$ cat src/inc/latch_move_pkg.sv
// package for the table-latch read and peripheral move executor
package latch_move_pkg;

    localparam logic [3:0]  TLR_OP_NIB     = 4'hA;     // upper nibble of latch read
    localparam logic [1:0]  TLR_ZERO_BITS  = 2'h0;     // bits 11:10 of latch read
    localparam int          TLR_SEL_POS    = 9;        // byte-select bit position
    localparam logic [2:0]  MOVE_OP_TOP    = 3'h3;     // bits 15:13 of peripheral move
    localparam int          MOVE_DST_LSB   = 8;        // dest field 12:8
    localparam logic [7:0]  FILE_RESET     = 8'h00;    // file read address reset value
    localparam logic [15:0] LATCH_RESET    = 16'h0000; // latch reset value
    localparam logic [15:0] OPCODE_RESET   = 16'h0000; // latched opcode reset value

    // q phase sequencer, gray coded
    typedef enum logic [1:0] {
        PH_Q1 = 2'b00,
        PH_Q2 = 2'b01,
        PH_Q3 = 2'b11,
        PH_Q4 = 2'b10
    } phase_e;

    // decoded operation
    typedef enum logic [1:0] {
        OP_NONE  = 2'b00,
        OP_LATCH = 2'b01,
        OP_MOVE  = 2'b11
    } op_e;

    // data memory write port
    typedef struct packed {
        logic       en;    // write strobe
        logic [7:0] addr;  // file address
        logic [7:0] data;  // write data
    } file_wr_s;

    // instruction decode result
    typedef struct packed {
        op_e        op;    // operation
        logic       sel;   // latch byte select
        logic [7:0] src;   // source file address
        logic [7:0] dst;   // destination file address
    } decode_s;

endpackage : latch_move_pkg

$ cat src/design/latch_move_exec.sv
// four-phase executor for the table-latch read and peripheral move
`timescale 1ns/1ps
`default_nettype none
// Notes on behaviour
// - latch read writes one latch byte to file
// - select one takes high byte, zero low
// - latch read leaves latch contents untouched
// - opcode 1010 00 t x plus file address
// - latch read takes one cycle, Q1 to Q4
// - latch read touches no status flag
// - peripheral move decodes, reads, executes, writes
// - move source spans FFh, destination 1Fh
module latch_move_exec
    import latch_move_pkg::*;
(
    input  wire logic        core_clk,    // core clock
    input  wire logic        resetn,      // synchronous reset, active low
    input  wire logic [15:0] opcode,      // instruction word, held over cycle
    input  wire logic        latch_load,  // program table read loads latch
    input  wire logic [15:0] latch_data,  // word from program memory
    input  wire logic [7:0]  file_rdata,  // data read from file at file_raddr
    output logic [7:0]       file_raddr,  // file read address
    output file_wr_s         file_wr,     // file write port
    output logic [15:0]      prog_table_latch, // table latch contents
    output logic [1:0]       phase,       // current q phase
    output logic             status_we,   // status flag write, always low here
    output logic             instr_done   // pulse at end of executed instruction
);

    // all state of this block
    typedef struct packed {
        phase_e      ph;      // q phase
        logic [15:0] ir;      // opcode captured in Q1
        decode_s     dec;     // decoded fields
        logic [7:0]  opnd;    // operand read in Q2
        logic [7:0]  result;  // value formed in Q3
        logic [15:0] latch;   // table latch
        logic [7:0]  raddr;   // read address out
        file_wr_s    wr;      // write port out
        logic        done;    // done pulse
    } state_s;

    state_s  cur;       // registered state
    state_s  next_cur;  // next state
    decode_s dec_w;     // decoder output

    // decode the opcode presented this cycle
    instr_decode u_dec
    (
        .opcode (opcode),
        .dec    (dec_w)
    );

    // byte picker shared by read phase and checks
    function automatic logic [7:0] pick_byte(input logic [15:0] w, input logic s);
        pick_byte = s ? w[15:8] : w[7:0];
    endfunction : pick_byte

    // sequencer and datapath
    always_comb
    begin
        next_cur      = cur;
        next_cur.wr   = '0;
        next_cur.done = 1'b0;
        // a table read reloads the latch; the latch read itself never writes it
        if (latch_load)
        begin
            next_cur.latch = latch_data;
        end
        unique case (cur.ph)
            PH_Q1:
            begin
                // decode
                next_cur.ir    = opcode;
                next_cur.dec   = dec_w;
                next_cur.raddr = dec_w.src;
                next_cur.ph    = PH_Q2;
            end
            PH_Q2:
            begin
                // read operand: latch byte or source file
                if (cur.dec.op == OP_LATCH)
                begin
                    next_cur.opnd = pick_byte(cur.latch, cur.dec.sel);
                end
                else
                begin
                    next_cur.opnd = file_rdata;
                end
                next_cur.ph = PH_Q3;
            end
            PH_Q3:
            begin
                // execute: plain move, no alu so no flags
                next_cur.result = cur.opnd;
                next_cur.ph     = PH_Q4;
            end
            PH_Q4:
            begin
                // write destination for the recognised instructions
                if (cur.dec.op != OP_NONE)
                begin
                    next_cur.wr.en   = 1'b1;
                    next_cur.wr.addr = cur.dec.dst;
                    next_cur.wr.data = cur.result;
                    next_cur.done    = 1'b1;
                end
                next_cur.ph = PH_Q1;
            end
        endcase
        if (!resetn)
        begin
            next_cur       = '0;
            next_cur.ph    = PH_Q1;
            next_cur.ir    = OPCODE_RESET;
            next_cur.latch = LATCH_RESET;
            next_cur.raddr = FILE_RESET;
        end
    end

    // single state register
    always_ff @(posedge core_clk)
    begin
        cur <= next_cur;
    end

    // outputs straight from flip-flops; status_we is tied low
    assign file_raddr       = cur.raddr;
    assign file_wr          = cur.wr;
    assign prog_table_latch = cur.latch;
    assign phase            = cur.ph;
    assign status_we        = 1'b0;
    assign instr_done       = cur.done;
endmodule : latch_move_exec
`default_nettype wire

$ cat src/design/instr_decode.sv
// combinational opcode decoder for the two move instructions
`timescale 1ns/1ps
`default_nettype none
module instr_decode
    import latch_move_pkg::*;
(
    input  wire logic [15:0] opcode,  // instruction word
    output decode_s          dec      // decoded fields
);
    // latch read: 1010 00 t x ffffffff; peripheral move: 011p pppp ffff ffff
    always_comb
    begin
        dec.op  = OP_NONE;
        dec.sel = opcode[TLR_SEL_POS];
        dec.src = opcode[7:0];
        dec.dst = opcode[7:0];
        if (opcode[15:12] == TLR_OP_NIB && opcode[11:10] == TLR_ZERO_BITS)
        begin
            dec.op = OP_LATCH;
        end
        else if (opcode[15:13] == MOVE_OP_TOP)
        begin
            dec.op  = OP_MOVE;
            // destination only reaches 00h..1Fh
            dec.dst = {3'h0, opcode[MOVE_DST_LSB +: 5]};
        end
    end
endmodule : instr_decode
`default_nettype wire

$ cat config.mk
export PLATFORM = sky130hd
export DESIGN_NAME = latch_move_exec
export DESIGN_NICKNAME = d
export VERILOG_FILES = /design/src/inc/latch_move_pkg.sv /design/src/design/latch_move_exec.sv /design/src/design/instr_decode.sv
export SDC_FILE = /design/constraint.sdc
export NUM_CORES = 1
export LEC_CHECK = 0
export BUFFER_PORTS_ARGS = -buffer_cell sky130_fd_sc_hd__buf_2
export CORE_UTILIZATION = 30
export CTS_CLUSTER_DIAMETER = 100
export DETAILED_ROUTE_END_ITERATION = 8
export HOLD_SLACK_MARGIN = 0.1
export PLACE_DENSITY_LB_ADDON = 0.2
export SLEW_MARGIN = 30
export SYNTH_ARGS = -nofsm -noshare
export SYNTH_HDL_FRONTEND = slang
export SYNTH_HIERARCHICAL = 1
export SYNTH_SLANG_ARGS = --single-unit
$ cat constraint.sdc
create_clock -name core_clk -period 2.55 [get_ports core_clk]
set_input_delay 0.51 -clock core_clk [delete_from_list [all_inputs] [get_ports core_clk]]
set_output_delay 0.51 -clock core_clk [all_outputs]
set_load 0.01 [all_outputs]
## Word level (Yosys, flattened, before mapping)

Index checks and enable logic that the tools add are counted.

- Flip-flop bits (word level): 71
- Bits of input ports: 43
- Output and inout bits: 45
- Logic and storage cells: 32

- Equality and inequality tests: 6
- Multiplexer cells: 8
- Reduce and logical (&&, ||, !) cells: 6

Operators by type and width:

| operator | number |
|---|---|
| 2-to-1 mux 8 bit | 4 |
| 2-to-1 mux 18 bit | 1 |
| case mux 2 bit (4 select lines) | 1 |
| equality test 2 x 1 -> 1 bit, second input constant | 2 |
| equality test 2 bit, second input constant | 2 |
| equality test 4 bit, second input constant | 1 |
| logical NOT 2 bit | 2 |
| 2-to-1 mux 2 bit | 2 |
| equality test 3 x 2 -> 1 bit, second input constant | 1 |
| AND reduction 3 bit | 1 |
| AND reduction 2 bit | 1 |
| nonzero test 2 bit | 1 |
| logical AND 1 bit | 1 |

## Depth between registers and ports, before layout

- Depth after elaboration: 3
- Gate-level depth with buffers: 5
- Depth with buffers taken out: 4

## Cells and area by module

The synthesis kept the hierarchy.

Modules (own cells, without submodules):

| module | times used | cells each | area an instance (µm²) | sequential area each (µm²) |
|---|---|---|---|---|
| latch_move_exec | 1 | 305 | 2932.8 | 1401.3 |
| instr_decode | 1 | 21 | 186.4 | 0.0 |

## Worst setup path before layout

No wires, ideal clock.

- Path type: in2reg
- Start point: input port latch_load
- End point: register cur (netlist bit prog_table_latch[10])
- Library setup time: 116 ps
- Data arrival time: 1142 ps
- Data required time: 2434 ps
- Path slack: 1291 ps
- Cell stages on the path: 4
- Path buffers: 2
- Cell sequence: buf_2 buf_4 mux2i_1 nor2b_1

RTL lines:

| element | line | text |
|---|---|---|
| from (decl) | latch_move_exec.sv:19 | `input wire logic latch_load,` |
| to (signal assigned) | latch_move_exec.sv:124 | `cur <= next_cur;` |
| to (decl) | latch_move_exec.sv:43 | `state_s cur;` |

## Worst setup path after layout

- Start point: register cur (netlist bit phase[0])
- End point: output port phase[0]

RTL lines:

| element | line | text |
|---|---|---|
| to (decl) | latch_move_exec.sv:25 | `output logic [1:0] phase,` |

No word-level cell between the ends.

==> results_dict.tcl <==
set metrics [dict create \
    drcViolationCount 0 \
    pin_count 88 \
    dieWidth_um 104 \
    crit_arrival_ns 1.34 \
    grt_pass1_vias 2066 \
    timing.fmax_mhz 540 \
    fin_skew_ns 0.00769 \
    postSynth.asyncResetShare_pct 0 \
    crit_type "reg -> out" \
    cp_cell_sequence "buf_2" \
    grt_max_degree 20 \
    critical_path_required_ns 2.04 \
    synth_cell_type_count 31 \
    tns_ns 0 \
    endpoint_kind "primary output" \
    cts_sinks 70 \
    multi_input_area_um2 1220 \
    synthTopCellsByArea "dfxtp_1 45%, buf_4 13%, nand2_1 5.8%" \
    firstDrtPassIters 4 \
    finalMaxSlewViolations 0 \
    vdd.ir_drop.worst_v 0.000290 \
    die_h_um 104 \
    setup_slack_ns 0.698 \
    layout-drive-gt1-share_pct 32.7 \
    hold_viol 0 \
    num_antenna_cells 0 \
    rrSetupSlack_ns 0.82 \
    synth_cells 326 \
    min_period_ns 1.85 \
    vias 2115 \
    numCtsBuffers 9 \
    post_cts_buffers 0 \
    synth_seq_area_share_pct 44.9 \
    power.total_uw 2170 \
    vias_per_cell 4.28 \
    cts.path.max_buffers 2 \
    synth_area_leader_cell "dfxtp_1" \
    num_rows 36 \
    holdCritPathClass "in -> reg" \
    fin_nets 399 \
    worstMarginPinSlew_ns 0.684 \
    setup_violations 0 \
    routed_wl_um 6230 \
    period_share_pct 72.6 \
    syn_area_um2 3120 \
    core_area_um2 9910 \
    avgSynthCellArea_um2 9.57 \
    crit_slowest_cell "dfxtp_1" \
    place_congestion 0.733 \
    post-dp-hpwl_um 4590 \
    antenna_found_initial 0 \
    cts_root_buffer "clkbuf_8" \
    cts_tree "built" \
    dp_slack_ns 0.798 \
    grt-ovfl-total 0 \
    wire_per_inst_um 12.6 \
    insertion_delay_ns 0.34 \
    cts_hold_buf 0 \
    max_slew_margin_pct 54.4 \
    cellPowerDensity_nw_per_um2 636 \
    ant_nets 0 \
    drv_cap 0 \
    clkTransAtPathRegs_ns 0.07 \
    final_cell_mix "86 x buf_2, 70 x dfxtp_1, 48 x nand2_1" \
    netlist.area_leader.share_pct 44.9 \
    cp_max_fo 16 \
    ys_ff_latch 70 \
    track_usage_pct 12.1 \
    outcome "finished clean" \
    critical_path.max_stage_delay_ns 0.74 \
    cts_max_level 3 \
    yosysWarnings 6 \
    p_leak_uw 0.00150 \
    yosys_most_used_dff "dfxtp_1" \
    synth_edf_count 0 \
    start_kind "register" \
    mostFrequentLayoutCell "buf_2" \
    grt_setup_unrepaired "false" \
    initial_core_util_pct 31.5 \
    fill_cells 1084 \
    register_area_um2 1400 \
    cts_resized 0 \
    portBuffers 86 \
    synth_nets 369 \
    cp_top_family "flip-flops" \
    area_growth_pct 9.47 \
    die_area_um2 10800 \
    drt_iter0_drc 43 \
    grt_pass1_wl_um 10400 \
    crit_buf_inv 1 \
]
[flip-flops by register name, summed over array words and instances (netlist names)]
name and flops:
cur 27, file_wr 17, prog_table_latch 16, file_raddr 8
phase 2
[stage by stage]
step	hold WS, ns	cell area (um2)	util, %	std cells
2_1_floorplan	0.430	3120	-	326
3_3_place_gp	0.438	3240	32.7	478
3_5_place_dp	0.440	3240	32.7	478
4_1_cts	0.399	3410	34.5	494
5_1_grt	0.414	3410	34.5	494
6_report	0.416	3410	34.5	494
[synth_stat cells (all sizes together) (5+ instances only)]
library cell and instances:
nand2 48, a211oi 8, buf 64, o21ai 8, mux2i 16, a21boi 28, dfxtp 70, nor2b 26
mux2 5, clkbuf 5, o2bb2ai 8, and2 20, nand3 8
[final timing paths]
kind,startpoint,depth (start not counted),endpoint
setup / recovery,phase[0],1,phase[0]
hold / removal,opcode[6],3,file_raddr[6]
setup reg to reg,phase[0],3,cur[59]
hold reg to reg,file_raddr[3],2,file_raddr[3]
[per-layer routing]
metal / wire [um] / vias to the layer above / GRT usage (%) / share of wire (%)
met5: 0 / - / 0 / 0
met4: 44 / 0 / 3.37 / 0.71
met3: 458 / 4 / 4.76 / 7.4
met2: 2640 / 83 / 18.2 / 42
met1: 3090 / 950 / 15.9 / 50
li1: - / 1078 / - / -
[cells by family after synthesis]
logic type             share of synthesized area (%)
buffers and inverters                           16.0
muxes                                           6.94
DFF                                             44.9
and+or+nand+nor                                 19.0
other                                          0.120
AOI/OAI and AO/OA                               13.1
[report_power, final]
| group | internal, uW | leakage (uW) | total [uW] | switching (uW) |
|---|---|---|---|---|
| Clock | 353 | 0.0000816 | 779 | 426 |
| Sequential | 1140 | 0.000572 | 1180 | 40.9 |
| Combinational | 103 | 0.000846 | 213 | 110 |
[area by class of cell]
type / instances / area share, %
Clock inverter: 7 / 1.47
Tap cell: 133 / 4.87
Sequential cell: 70 / 41.0
Clock buffer: 9 / 3.63
Inverter: 2 / 0.220
Timing Repair Buffer: 88 / 13.0
Multi-Input combinational cell: 185 / 35.7
[worst register-to-register path, delay by kind of cell (launching register included)]
| family | cells | cell delay (ns) |
|---|---|---|
| AOI/OAI and AO/OA | 1 | 0.18 |
| and+or+nand+nor | 2 | 0.74 |
| DFF | 1 | 0.74 |
No activity file was read; power rests on OpenSTA's default activity.
